File: src/shared/i2cf_pkg.sv
// Constants, carriers and state types for the two-wire FIFO controller
package i2cf_pkg;
  // ----------------------------------------
  // Register offsets (byte addresses)
  // ----------------------------------------
  localparam int unsigned ADDR_W = 8;
  localparam logic [7:0] OFF_CTRL = 8'h00;
  localparam logic [7:0] OFF_FIFO = 8'h04;
  localparam logic [7:0] OFF_TXCTRL = 8'h08;
  localparam logic [7:0] OFF_RXCTRL = 8'h0c;
  localparam logic [7:0] OFF_FLAGS = 8'h10;
  localparam logic [7:0] OFF_DMA = 8'h14;
  localparam logic [7:0] OFF_MCC = 8'h18;
  localparam logic [7:0] OFF_RXCNT = 8'h1c;
  localparam logic [7:0] OFF_LEVEL = 8'h20;
  // ----------------------------------------
  // Field positions and reset values
  // ----------------------------------------
  localparam int unsigned CTRL_EN = 0;
  localparam int unsigned CTRL_MST = 1;
  localparam int unsigned CTRL_IRXM = 2;
  localparam int unsigned CTRL_ACK = 3;
  localparam int unsigned XC_FLUSH = 0;
  localparam int unsigned XC_PRELD = 1;
  localparam int unsigned XC_TH_LSB = 4;
  localparam int unsigned FL_TXLO = 0;
  localparam int unsigned FL_IRXM = 1;
  localparam int unsigned DMA_TX = 0;
  localparam int unsigned DMA_RX = 1;
  localparam int unsigned MC_START = 0;
  localparam int unsigned MC_RESTART = 1;
  localparam int unsigned MC_STOP = 2;
  localparam int unsigned LVL_RX_LSB = 8;
  localparam logic [7:0] EMPTY_BYTE = 8'hff;
  localparam logic [3:0] RXTH_RST = 4'h1;
  localparam logic [7:0] RXCNT_RST = 8'h01;
  // ----------------------------------------
  // Timing and bit counting
  // ----------------------------------------
  localparam int unsigned CLK_NS = 40;
  localparam int unsigned T_SUDAT_NS = 250;
  localparam int unsigned SUDAT_CYC = (T_SUDAT_NS + CLK_NS - 1) / CLK_NS;
  localparam logic [3:0] BIT_LAST = 4'h8;
  localparam logic [3:0] ACK_FALL = 4'h9;
  // ----------------------------------------
  // Carriers and states
  // ----------------------------------------
  typedef struct packed {
    logic arb_err;
    logic timeout;
    logic addr_nack;
    logic data_nack;
    logic start_err;
    logic stop_det;
    logic gc_match;
    logic sa_match;
    logic slv_tx_nack;
    logic bus_start;
  } i2cf_evt_t;
  typedef struct packed {
    logic start;
    logic restart;
    logic stop;
  } i2cf_cond_t;
  typedef enum logic [1:0] {IR_IDLE = 2'b00, IR_HOLD = 2'b01, IR_SETUP = 2'b11,
    IR_ACK = 2'b10} i2cf_irx_t;
  typedef enum logic [1:0] {MS_IDLE = 2'b00, MS_XFER = 2'b01, MS_STOP = 2'b11} i2cf_ms_t;
endpackage : i2cf_pkg

File: src/hdl/i2cf_ctrl.sv
// FIFO, interactive receive, DMA request and master condition control
//
// Decided for this implementation: the register addresses and the APB slave port.
`timescale 1ns/100ps
// Function
// - Data write enqueues; dropped when full
// - Data read dequeues; empty gives 0xFF
// - Only low byte stored; upper read bits zero
// - Port disable flushes both; flush bits individually
// - Error or match events flush and lock transmit FIFO
// - Locked transmit FIFO ignores writes
// - Preload keeps FIFO on address matches
// - Hold clock and flag on 8th fall
// - Response bit selects ACK or NACK
// - Flag clear releases clock after setup time
// - Mode and count writable while flag pending
// - Interactive bytes bypass FIFO; unread gives 0xFF
// - Interactive handling for data bytes only
// - Transmit DMA when count at/below threshold
// - Receive DMA when count at/above threshold
// - START waits for free bus
// - RESTART after transaction; STOP cancels it
// - START cleared after STOP; STOP request honoured
// - START before RESTART; RESTART beats STOP
// - Master disable clears condition requests
module i2cf_ctrl
  import i2cf_pkg::*;
#(
  parameter int unsigned DEPTH = 8
) (
  // Clock and reset
  input wire logic clk,
  input wire logic rst,
  // APB slave
  input wire logic psel,
  input wire logic penable,
  input wire logic pwrite,
  input wire logic [ADDR_W-1:0] paddr,
  input wire logic [31:0] pwdata,
  output logic [31:0] prdata,
  output logic pready,
  output logic pslverr,
  // Bus engine side
  input wire i2cf_evt_t evt,
  input wire logic bus_busy,
  input wire logic data_phase,
  input wire logic xact_done,
  input wire logic stop_sent,
  input wire logic tx_pop,
  input wire logic rx_push,
  input wire logic [7:0] rx_byte,
  output logic [7:0] tx_byte,
  output logic tx_avail,
  output logic [7:0] rx_remain,
  output i2cf_cond_t cond_req,
  output logic port_enable,
  output logic master_en,
  // Two-wire pins
  input wire logic scl_i,
  input wire logic sda_i,
  output logic scl_o,
  output logic scl_oe,
  output logic sda_o,
  output logic sda_oe,
  // DMA requests
  output logic tx_dma_req,
  output logic rx_dma_req
);
  localparam int unsigned PW = $clog2(DEPTH);
  localparam int unsigned CW = $clog2(DEPTH + 1);

  // ----------------------------------------
  // APB decode
  // ----------------------------------------
  function automatic logic hit(input logic [ADDR_W-1:0] a, input logic [7:0] off);
    return a == off;
  endfunction : hit

  logic pready_reg, pslverr_reg, rd_pop_reg, rd_irx_reg, rd_stale_reg;
  logic [31:0] prdata_reg, rdata;
  logic wr, rd, mapped;
  assign wr = psel & penable & pready_reg & pwrite;
  assign rd = psel & penable & pready_reg & ~pwrite;
  assign mapped = hit(paddr, OFF_CTRL) | hit(paddr, OFF_FIFO) | hit(paddr, OFF_TXCTRL)
    | hit(paddr, OFF_RXCTRL) | hit(paddr, OFF_FLAGS) | hit(paddr, OFF_DMA)
    | hit(paddr, OFF_MCC) | hit(paddr, OFF_RXCNT) | hit(paddr, OFF_LEVEL);

  // ----------------------------------------
  // Software registers
  // ----------------------------------------
  logic en_reg, mst_reg, irxm_reg, ack_reg, preld_reg, txlo_reg, irxf_reg;
  logic dtx_reg, drx_reg, start_reg, restart_reg, stop_reg;
  logic [PW-1:0] txth_reg;
  logic [CW-1:0] rxth_reg;
  logic [7:0] rxcnt_reg;
  logic tx_flush_w, rx_flush_w, flags_w;
  assign tx_flush_w = wr & hit(paddr, OFF_TXCTRL) & pwdata[XC_FLUSH];
  assign rx_flush_w = wr & hit(paddr, OFF_RXCTRL) & pwdata[XC_FLUSH];
  assign flags_w = wr & hit(paddr, OFF_FLAGS);

  // Mode bits stay writable at any time, also while a byte is held
  always_ff @(posedge clk) begin
    if (rst) begin
      en_reg <= 1'b0;
      mst_reg <= 1'b0;
      irxm_reg <= 1'b0;
      ack_reg <= 1'b0;
      preld_reg <= 1'b0;
      txth_reg <= '0;
      rxth_reg <= CW'(RXTH_RST);
      dtx_reg <= 1'b0;
      drx_reg <= 1'b0;
      rxcnt_reg <= RXCNT_RST;
    end else if (wr) begin
      if (hit(paddr, OFF_CTRL)) begin
        en_reg <= pwdata[CTRL_EN];
        mst_reg <= pwdata[CTRL_MST];
        irxm_reg <= pwdata[CTRL_IRXM];
        ack_reg <= pwdata[CTRL_ACK];
      end
      if (hit(paddr, OFF_TXCTRL)) begin
        preld_reg <= pwdata[XC_PRELD];
        txth_reg <= pwdata[XC_TH_LSB +: PW];
      end
      if (hit(paddr, OFF_RXCTRL)) begin
        rxth_reg <= pwdata[XC_TH_LSB +: CW];
      end
      if (hit(paddr, OFF_DMA)) begin
        dtx_reg <= pwdata[DMA_TX];
        drx_reg <= pwdata[DMA_RX];
      end
      if (hit(paddr, OFF_RXCNT)) begin
        rxcnt_reg <= pwdata[7:0];
      end
    end
  end

  // ----------------------------------------
  // Transmit FIFO
  // ----------------------------------------
  logic [7:0] tx_mem [DEPTH];
  logic [PW-1:0] tx_wp, tx_rp;
  logic [CW-1:0] tx_cnt;
  logic tx_clr, tx_push, tx_take, lock_evt;
  // Stale data must not go out after an error or a fresh address match
  assign lock_evt = en_reg & ((evt.gc_match | evt.sa_match) & ~preld_reg
    | evt.slv_tx_nack | evt.arb_err | evt.timeout | evt.addr_nack
    | evt.data_nack | evt.start_err | evt.stop_det);
  assign tx_clr = ~en_reg | tx_flush_w | lock_evt;
  assign tx_push = wr & hit(paddr, OFF_FIFO) & (tx_cnt != CW'(DEPTH))
    & ~txlo_reg & ~tx_clr;
  assign tx_take = tx_pop & (tx_cnt != '0) & ~tx_clr;

  // Pointers wrap naturally, so DEPTH is a power of two
  always_ff @(posedge clk) begin
    if (rst || tx_clr) begin
      tx_wp <= '0;
      tx_rp <= '0;
      tx_cnt <= '0;
    end else begin
      tx_wp <= tx_wp + PW'(tx_push);
      tx_rp <= tx_rp + PW'(tx_take);
      tx_cnt <= tx_cnt + CW'(tx_push) - CW'(tx_take);
    end
  end

  // Only the low byte of a wide write is kept
  always_ff @(posedge clk) begin
    if (tx_push) begin
      tx_mem[tx_wp] <= pwdata[7:0];
    end
  end

  // Lockout flag: a new event wins over a clear in the same cycle
  always_ff @(posedge clk) begin
    if (rst) begin
      txlo_reg <= 1'b0;
    end else if (lock_evt) begin
      txlo_reg <= 1'b1;
    end else if (flags_w && pwdata[FL_TXLO]) begin
      txlo_reg <= 1'b0;
    end
  end

  // ----------------------------------------
  // Receive FIFO
  // ----------------------------------------
  logic [7:0] rx_mem [DEPTH];
  logic [PW-1:0] rx_wp, rx_rp;
  logic [CW-1:0] rx_cnt;
  logic rx_clr, rx_put, rx_take;
  assign rx_clr = ~en_reg | rx_flush_w;
  // Data bytes skip the FIFO in interactive mode; a full FIFO drops them
  assign rx_put = rx_push & ~(irxm_reg & data_phase) & (rx_cnt != CW'(DEPTH)) & ~rx_clr;
  assign rx_take = rd & hit(paddr, OFF_FIFO) & rd_pop_reg & ~rx_clr;

  always_ff @(posedge clk) begin
    if (rst || rx_clr) begin
      rx_wp <= '0;
      rx_rp <= '0;
      rx_cnt <= '0;
    end else begin
      rx_wp <= rx_wp + PW'(rx_put);
      rx_rp <= rx_rp + PW'(rx_take);
      rx_cnt <= rx_cnt + CW'(rx_put) - CW'(rx_take);
    end
  end

  always_ff @(posedge clk) begin
    if (rx_put) begin
      rx_mem[rx_wp] <= rx_byte;
    end
  end

  // ----------------------------------------
  // Pin sampling and bit counting
  // ----------------------------------------
  logic [1:0] pin_s1, pin_s2;
  logic scl_prev, scl_fall, scl_rise;
  logic [3:0] bit_cnt;
  logic [7:0] shreg;
  always_ff @(posedge clk) begin
    if (rst) begin
      pin_s1 <= 2'h3;
      pin_s2 <= 2'h3;
      scl_prev <= 1'b1;
    end else begin
      pin_s1 <= {sda_i, scl_i};
      pin_s2 <= pin_s1;
      scl_prev <= pin_s2[0];
    end
  end
  assign scl_fall = scl_prev & ~pin_s2[0];
  assign scl_rise = ~scl_prev & pin_s2[0];

  // The fall right after a START is no bit, hence the preset to the ack slot
  always_ff @(posedge clk) begin
    if (rst || !en_reg || evt.bus_start || evt.stop_det) begin
      bit_cnt <= BIT_LAST;
    end else if (scl_fall) begin
      // The ack fall wraps to zero so the next byte's first rise shifts
      bit_cnt <= (bit_cnt == BIT_LAST) ? '0 : bit_cnt + 4'h1;
    end
  end

  always_ff @(posedge clk) begin
    if (rst) begin
      shreg <= '0;
    end else if (scl_rise && bit_cnt < BIT_LAST) begin
      shreg <= {shreg[6:0], pin_s2[1]};
    end
  end

  // ----------------------------------------
  // Interactive receive
  // ----------------------------------------
  i2cf_irx_t irx_st;
  logic [3:0] su_cnt;
  logic irx_trig, irx_valid, stale_reg, scl_oe_reg, sda_oe_reg;
  logic [7:0] irx_byte;
  // Address, general call and START bytes are not data_phase
  assign irx_trig = scl_fall & (bit_cnt == BIT_LAST - 4'h1) & irxm_reg
    & data_phase & (irx_st == IR_IDLE);

  always_ff @(posedge clk) begin
    if (rst || !en_reg) begin
      irx_st <= IR_IDLE;
      scl_oe_reg <= 1'b0;
      sda_oe_reg <= 1'b0;
      su_cnt <= '0;
    end else begin
      case (irx_st)
        IR_IDLE: if (irx_trig) begin
          irx_st <= IR_HOLD;
          scl_oe_reg <= 1'b1;
        end
        IR_HOLD: if (!irxf_reg) begin
          irx_st <= IR_SETUP;
          sda_oe_reg <= ~ack_reg;
          su_cnt <= '0;
        end
        IR_SETUP: begin
          su_cnt <= su_cnt + 4'h1;
          // Release only once the data setup time has run out
          if (su_cnt == 4'(SUDAT_CYC - 1)) begin
            scl_oe_reg <= 1'b0;
            irx_st <= IR_ACK;
          end
        end
        IR_ACK: if (scl_fall) begin
          sda_oe_reg <= 1'b0;
          irx_st <= IR_IDLE;
        end
        default: irx_st <= IR_IDLE;
      endcase
    end
  end

  // Held flag: set wins over the write-one clear
  always_ff @(posedge clk) begin
    if (rst) begin
      irxf_reg <= 1'b0;
    end else if (irx_trig) begin
      irxf_reg <= 1'b1;
    end else if (flags_w && pwdata[FL_IRXM]) begin
      irxf_reg <= 1'b0;
    end
  end

  // Leaving the mode with an unread byte poisons the next data read
  always_ff @(posedge clk) begin
    if (rst || !en_reg) begin
      irx_valid <= 1'b0;
      stale_reg <= 1'b0;
      irx_byte <= '0;
    end else if (irx_trig) begin
      irx_valid <= 1'b1;
      irx_byte <= shreg;
    end else if (irx_valid && !irxm_reg) begin
      irx_valid <= 1'b0;
      stale_reg <= 1'b1;
    end else if (rd && hit(paddr, OFF_FIFO)) begin
      if (rd_irx_reg) begin
        irx_valid <= 1'b0;
      end
      if (rd_stale_reg) begin
        stale_reg <= 1'b0;
      end
    end
  end

  // ----------------------------------------
  // Master condition control
  // ----------------------------------------
  i2cf_ms_t ms_st;
  i2cf_cond_t cond_reg;
  always_ff @(posedge clk) begin
    if (rst || !mst_reg) begin
      start_reg <= 1'b0;
      restart_reg <= 1'b0;
      stop_reg <= 1'b0;
      ms_st <= MS_IDLE;
      cond_reg <= '0;
    end else begin
      cond_reg <= '0;
      if (wr && hit(paddr, OFF_MCC)) begin
        start_reg <= pwdata[MC_START];
        restart_reg <= pwdata[MC_RESTART];
        stop_reg <= pwdata[MC_STOP];
      end
      if (evt.stop_det) begin
        restart_reg <= 1'b0;
      end
      case (ms_st)
        MS_IDLE: if (start_reg && !bus_busy) begin
          cond_reg.start <= 1'b1;
          ms_st <= MS_XFER;
        end else if (stop_reg && !start_reg) begin
          cond_reg.stop <= 1'b1;
          stop_reg <= 1'b0;
        end
        MS_XFER: if (xact_done && restart_reg) begin
          cond_reg.restart <= 1'b1;
          restart_reg <= 1'b0;
          stop_reg <= 1'b0;
        end else if (xact_done || (stop_reg && !restart_reg)) begin
          cond_reg.stop <= 1'b1;
          stop_reg <= 1'b0;
          ms_st <= MS_STOP;
        end
        MS_STOP: if (stop_sent) begin
          start_reg <= 1'b0;
          ms_st <= MS_IDLE;
        end
        default: ms_st <= MS_IDLE;
      endcase
    end
  end

  // ----------------------------------------
  // Read data and APB answer
  // ----------------------------------------
  always_comb begin
    rdata = '0;
    if (hit(paddr, OFF_CTRL)) begin
      rdata[CTRL_EN] = en_reg;
      rdata[CTRL_MST] = mst_reg;
      rdata[CTRL_IRXM] = irxm_reg;
      rdata[CTRL_ACK] = ack_reg;
    end else if (hit(paddr, OFF_FIFO)) begin
      if (irxm_reg && irx_valid) begin
        rdata[7:0] = irx_byte;
      end else if (stale_reg || rx_cnt == '0) begin
        rdata[7:0] = EMPTY_BYTE;
      end else begin
        rdata[7:0] = rx_mem[rx_rp];
      end
    end else if (hit(paddr, OFF_TXCTRL)) begin
      rdata[XC_PRELD] = preld_reg;
      rdata[XC_TH_LSB +: PW] = txth_reg;
    end else if (hit(paddr, OFF_RXCTRL)) begin
      rdata[XC_TH_LSB +: CW] = rxth_reg;
    end else if (hit(paddr, OFF_FLAGS)) begin
      rdata[FL_TXLO] = txlo_reg;
      rdata[FL_IRXM] = irxf_reg;
    end else if (hit(paddr, OFF_DMA)) begin
      rdata[DMA_TX] = dtx_reg;
      rdata[DMA_RX] = drx_reg;
    end else if (hit(paddr, OFF_MCC)) begin
      rdata[MC_START] = start_reg;
      rdata[MC_RESTART] = restart_reg;
      rdata[MC_STOP] = stop_reg;
    end else if (hit(paddr, OFF_RXCNT)) begin
      rdata[7:0] = rxcnt_reg;
    end else if (hit(paddr, OFF_LEVEL)) begin
      rdata[CW-1:0] = tx_cnt;
      rdata[LVL_RX_LSB +: CW] = rx_cnt;
    end
  end

  // Data is captured in setup so the access edge pops exactly what was shown
  always_ff @(posedge clk) begin
    if (rst) begin
      pready_reg <= 1'b0;
      pslverr_reg <= 1'b0;
      prdata_reg <= '0;
      rd_pop_reg <= 1'b0;
      rd_irx_reg <= 1'b0;
      rd_stale_reg <= 1'b0;
    end else begin
      pready_reg <= psel & ~penable;
      if (psel && !penable) begin
        pslverr_reg <= ~mapped;
        prdata_reg <= pwrite ? '0 : rdata;
        rd_irx_reg <= irxm_reg & irx_valid;
        rd_stale_reg <= ~(irxm_reg & irx_valid) & stale_reg;
        rd_pop_reg <= ~(irxm_reg & irx_valid) & ~stale_reg & (rx_cnt != '0);
      end
    end
  end

  // ----------------------------------------
  // Engine and DMA outputs
  // ----------------------------------------
  logic [7:0] tx_byte_reg;
  logic tx_avail_reg, tdma_reg, rdma_reg, pin_lo_reg;
  always_ff @(posedge clk) begin
    if (rst) begin
      tx_byte_reg <= '0;
      tx_avail_reg <= 1'b0;
      tdma_reg <= 1'b0;
      rdma_reg <= 1'b0;
      pin_lo_reg <= 1'b0;
    end else begin
      tx_byte_reg <= tx_mem[tx_rp];
      tx_avail_reg <= (tx_cnt != '0) & ~tx_clr;
      tdma_reg <= dtx_reg & (tx_cnt <= CW'(txth_reg));
      rdma_reg <= drx_reg & (rx_cnt >= rxth_reg);
      pin_lo_reg <= 1'b0;
    end
  end

  assign prdata = prdata_reg;
  assign pready = pready_reg;
  assign pslverr = pslverr_reg;
  assign tx_byte = tx_byte_reg;
  assign tx_avail = tx_avail_reg;
  assign rx_remain = rxcnt_reg;
  assign cond_req = cond_reg;
  assign port_enable = en_reg;
  assign master_en = mst_reg;
  assign scl_o = pin_lo_reg;
  assign sda_o = pin_lo_reg;
  assign scl_oe = scl_oe_reg;
  assign sda_oe = sda_oe_reg;
  assign tx_dma_req = tdma_reg;
  assign rx_dma_req = rdma_reg;
endmodule : i2cf_ctrl

File: config.mk
export PLATFORM = sky130hd
export DESIGN_NAME = i2cf_ctrl
export DESIGN_NICKNAME = d
export VERILOG_FILES = /design/src/shared/i2cf_pkg.sv /design/src/hdl/i2cf_ctrl.sv
export SDC_FILE = /design/constraint.sdc
export NUM_CORES = 1
export LEC_CHECK = 0
export BUFFER_PORTS_ARGS = -buffer_cell sky130_fd_sc_hd__buf_2
export CELL_PAD_IN_SITES_DETAIL_PLACEMENT = 0
export CELL_PAD_IN_SITES_GLOBAL_PLACEMENT = 1
export CORE_MARGIN = 4
export CORE_UTILIZATION = 47
export CTS_CLUSTER_SIZE = 40
export DETAILED_ROUTE_END_ITERATION = 12
export PLACE_DENSITY = 0.77
export SLEW_MARGIN = 5
export SYNTH_ARGS = -nofsm -noshare
export SYNTH_HDL_FRONTEND = slang
export SYNTH_SLANG_ARGS = --single-unit
export TNS_END_PERCENT = 1
File: constraint.sdc
create_clock -name clk -period 4.26 [get_ports clk]
set_clock_uncertainty 0.2 [all_clocks]
set_input_delay 0.852 -clock clk [delete_from_list [all_inputs] [get_ports clk]]
set_output_delay 0.852 -clock clk [all_outputs]
set_load 0.02 [all_outputs]
==> results.sh <==
export IMPL_vdd_ir_drop_worst_uv=332
export IMPL_status="finished, final reports clean"
export IMPL_die_area_um2=24500
export IMPL_p_comb_frac=0.026
export IMPL_post_route_worst_setup_slack_ns=0.972
export IMPL_fin_cells=1246
export IMPL_drt_iter0_drc=309
export IMPL_yosysMostFrequentCell="edfxtp_1"
export IMPL_slew_headroom=0.302
export IMPL_antenna_found_initial=0
export IMPL_num_vias=6743
export IMPL_yosys_warnings=0
export IMPL_place_hpwl_um=16900
export IMPL_grt_setup_unrepaired="no"
export IMPL_drv_cap=0
export IMPL_hold_class="reg2reg"
export IMPL_fillCellCount=1890
export IMPL_start_util=0.477
export IMPL_fin_nets=1051
export IMPL_crit_fanout=10
export IMPL_p_int_uw=3840
export IMPL_numCtsBuffers=25
export IMPL_finalHoldViolations=0
export IMPL_cts_sinks=243
export IMPL_synth_edf_count=128
export IMPL_worstMarginPinSlew_ns=1.05
export IMPL_holdWs_ns=0.199
export IMPL_grtUsageTotal=0.193
export IMPL_synth_top_area_share=0.370
export IMPL_ioPinCount=133
export IMPL_p_sw_uw=968
export IMPL_h_tree_depth=1
export IMPL_ys_seq_area_frac=0.592
export IMPL_yosys_register_bits=243
export IMPL_syn_inst=842
export IMPL_overflow=0
export IMPL_setup_violations=0
export IMPL_syn_avg_cell_area_um2=12.3
export IMPL_ys_flop_type="edfxtp_1"
export IMPL_ys_top_cells_by_area="edfxtp_1 37%, dfxtp_1 22%, mux4_2 6.9%"
export IMPL_crit_required_ns=4.44
export IMPL_hp_start="pin_s1[1]"
export IMPL_drt_wirelength_per_cell_um=19.0
export IMPL_viasPerCell=5.41
export IMPL_post_place_ws_ns=0.413
export IMPL_cp_startpoint="paddr[4]"
export IMPL_post_cts_buffers=0
export IMPL_p_seq_frac=0.513
export IMPL_die_h_um=157
export IMPL_drc=0
export IMPL_synth_cell_types=68
export IMPL_grt_pass1_vias=6726
export IMPL_power_density_nw_per_um2=400
export IMPL_fmax_ghz=0.304
export IMPL_cts_root_buf="clkbuf_16"
export IMPL_synth_cell_area_um2=10400
export IMPL_start_kind="input pin"
export IMPL_maxSlewViolCount=0
export IMPL_p_clk_frac=0.461
export IMPL_die_w_um=157
export IMPL_tns_ns=0
export IMPL_place_gp_congestion=0.860
export IMPL_n_antenna_cell=0
export IMPL_sw_frac_of_total=0.201
export IMPL_fin_crit_ns=3.29
export IMPL_p_leak_uw=0.00437
export IMPL_ctsHoldBuffers=0
export IMPL_io_buffers=86
export IMPL_synthArstFlopShare=0
export IMPL_r2r_start="pready"
export IMPL_drtAntennaViolNets=0
export IMPL_clk_pin_slew_worst_paths_ns=0.06
export IMPL_clk_latency_ns=0.52
export IMPL_clockBufferDepth=3
export IMPL_wl_um=23700
export IMPL_grt_pass1_wl_um=36900
export IMPL_grt_max_degree=34
export IMPL_rows=54
export IMPL_cts_resized=0
export IMPL_path_class="in2reg"
export IMPL_crit_arrival_ns=3.47
export IMPL_cts_tree="done"
export IMPL_area_growth_pct=15.8
export IMPL_dp_cells=1200
export IMPL_drive_gt1_frac=0.217
export IMPL_dr_pass1_iters=5
export IMPL_synth_area_leader_cell="edfxtp_1"
export IMPL_post_route_period_util=0.772
export IMPL_cp_end_kind="flip-flop"
export IMPL_ys_top_cells_by_count="128 x edfxtp_1, 115 x dfxtp_1, 77 x nor2_1"
export IMPL_fp_coreArea_um2=21800
[final cells by class]
cell class | instances | area [µm²] | share of cell area
well taps | 280 | 350 | 0.0292
flip-flops and latches | 243 | 6150 | 0.511
clock buffers | 31 | 658 | 0.0548
repair buffers | 121 | 693 | 0.0577
clock inverters | 15 | 181 | 0.0151
inverters | 29 | 109 | 0.00906
multi-input cells | 527 | 3880 | 0.323
[path summary, 6_finish.rpt]
path                                   to  slack [ns]  cells after the start
worst max register to register  tx_cnt[2]        1.44                     10
worst max-delay path            rx_cnt[2]        0.97                     11
worst min register to register  pin_s2[1]        0.20                      1
worst min-delay path            pin_s2[1]        0.20                      1
[placed cells by master (no fill, tap or decap), types with 5 or more instances in the layout]
cell         n
and2_1      11
a22oi_1      7
clkbuf_1     5
nand3_1     10
a21oi_1     49
mux4_2      32
clkbuf_16   25
ha_1        31
a21o_1       7
xnor2_1      7
nor3_1      18
nand2_1     68
edfxtp_1   128
nor2b_1     10
nor2_1      77
nor4_1      11
nor3b_1      6
and3_1      11
a211oi_1     7
nand2b_1    12
o21ai_0     16
a22o_1       6
conb_1      22
or2_2        7
mux2i_1     39
buf_4       35
buf_2       86
dfxtp_1    115
inv_1       29
[logic make-up (layout without fill, tap and decap cells)]
group | after synthesis | after routing | share of synthesized area
other | 1 | 22 | 0.000361
AO/OA/AOI/OAI | 120 | 120 | 0.0745
multiplexers | 72 | 72 | 0.108
adder cells (fa/ha/maj) | 33 | 33 | 0.0412
AND/OR/NAND/NOR | 272 | 272 | 0.134
flip-flops | 243 | 243 | 0.592
buffers and inverters | 93 | 196 | 0.0429
XOR/XNOR | 8 | 8 | 0.00675
[critical path, stage by stage]
cell    delay, ns
buf_2        0.17
or4_1        0.55
nor4_1       0.48
and3_1       0.31
ha_1         0.25
inv_1        0.06
ha_1         0.16
inv_1        0.05
fa_1         0.37
xor2_1       0.16
nor2_1       0.05
[power groups by stage]
stage	Combinational, µW	Clock, µW	Sequential [µW]
2_1_floorplan	71.4	0	2520
3_3_place_gp	123	0	2520
3_5_place_dp	124	0	2520
4_1_cts	124	2270	2470
5_1_grt	136	2370	2470
6_report	125	2210	2470
[per-stage QoR]
step / total power, µW / area, µm² / utilization
floorplan: 2590 / 10500 / -
global placement: 2640 / 11200 / 0.514
detailed placement: 2640 / 11200 / 0.514
CTS: 4860 / 12000 / 0.552
global route: 4970 / 12000 / 0.552
finish: 4810 / 12000 / 0.552
[routing by layer]
metal | wire length, µm | share of wire | global-route usage
met1 | 10100 | 0.43 | 0.253
met2 | 11900 | 0.50 | 0.335
met3 | 1100 | 0.046 | 0.0293
met4 | 560 | 0.024 | 0.0508
met5 | 0 | 0 | 0
No activity file was read; power rests on OpenSTA's default activity.
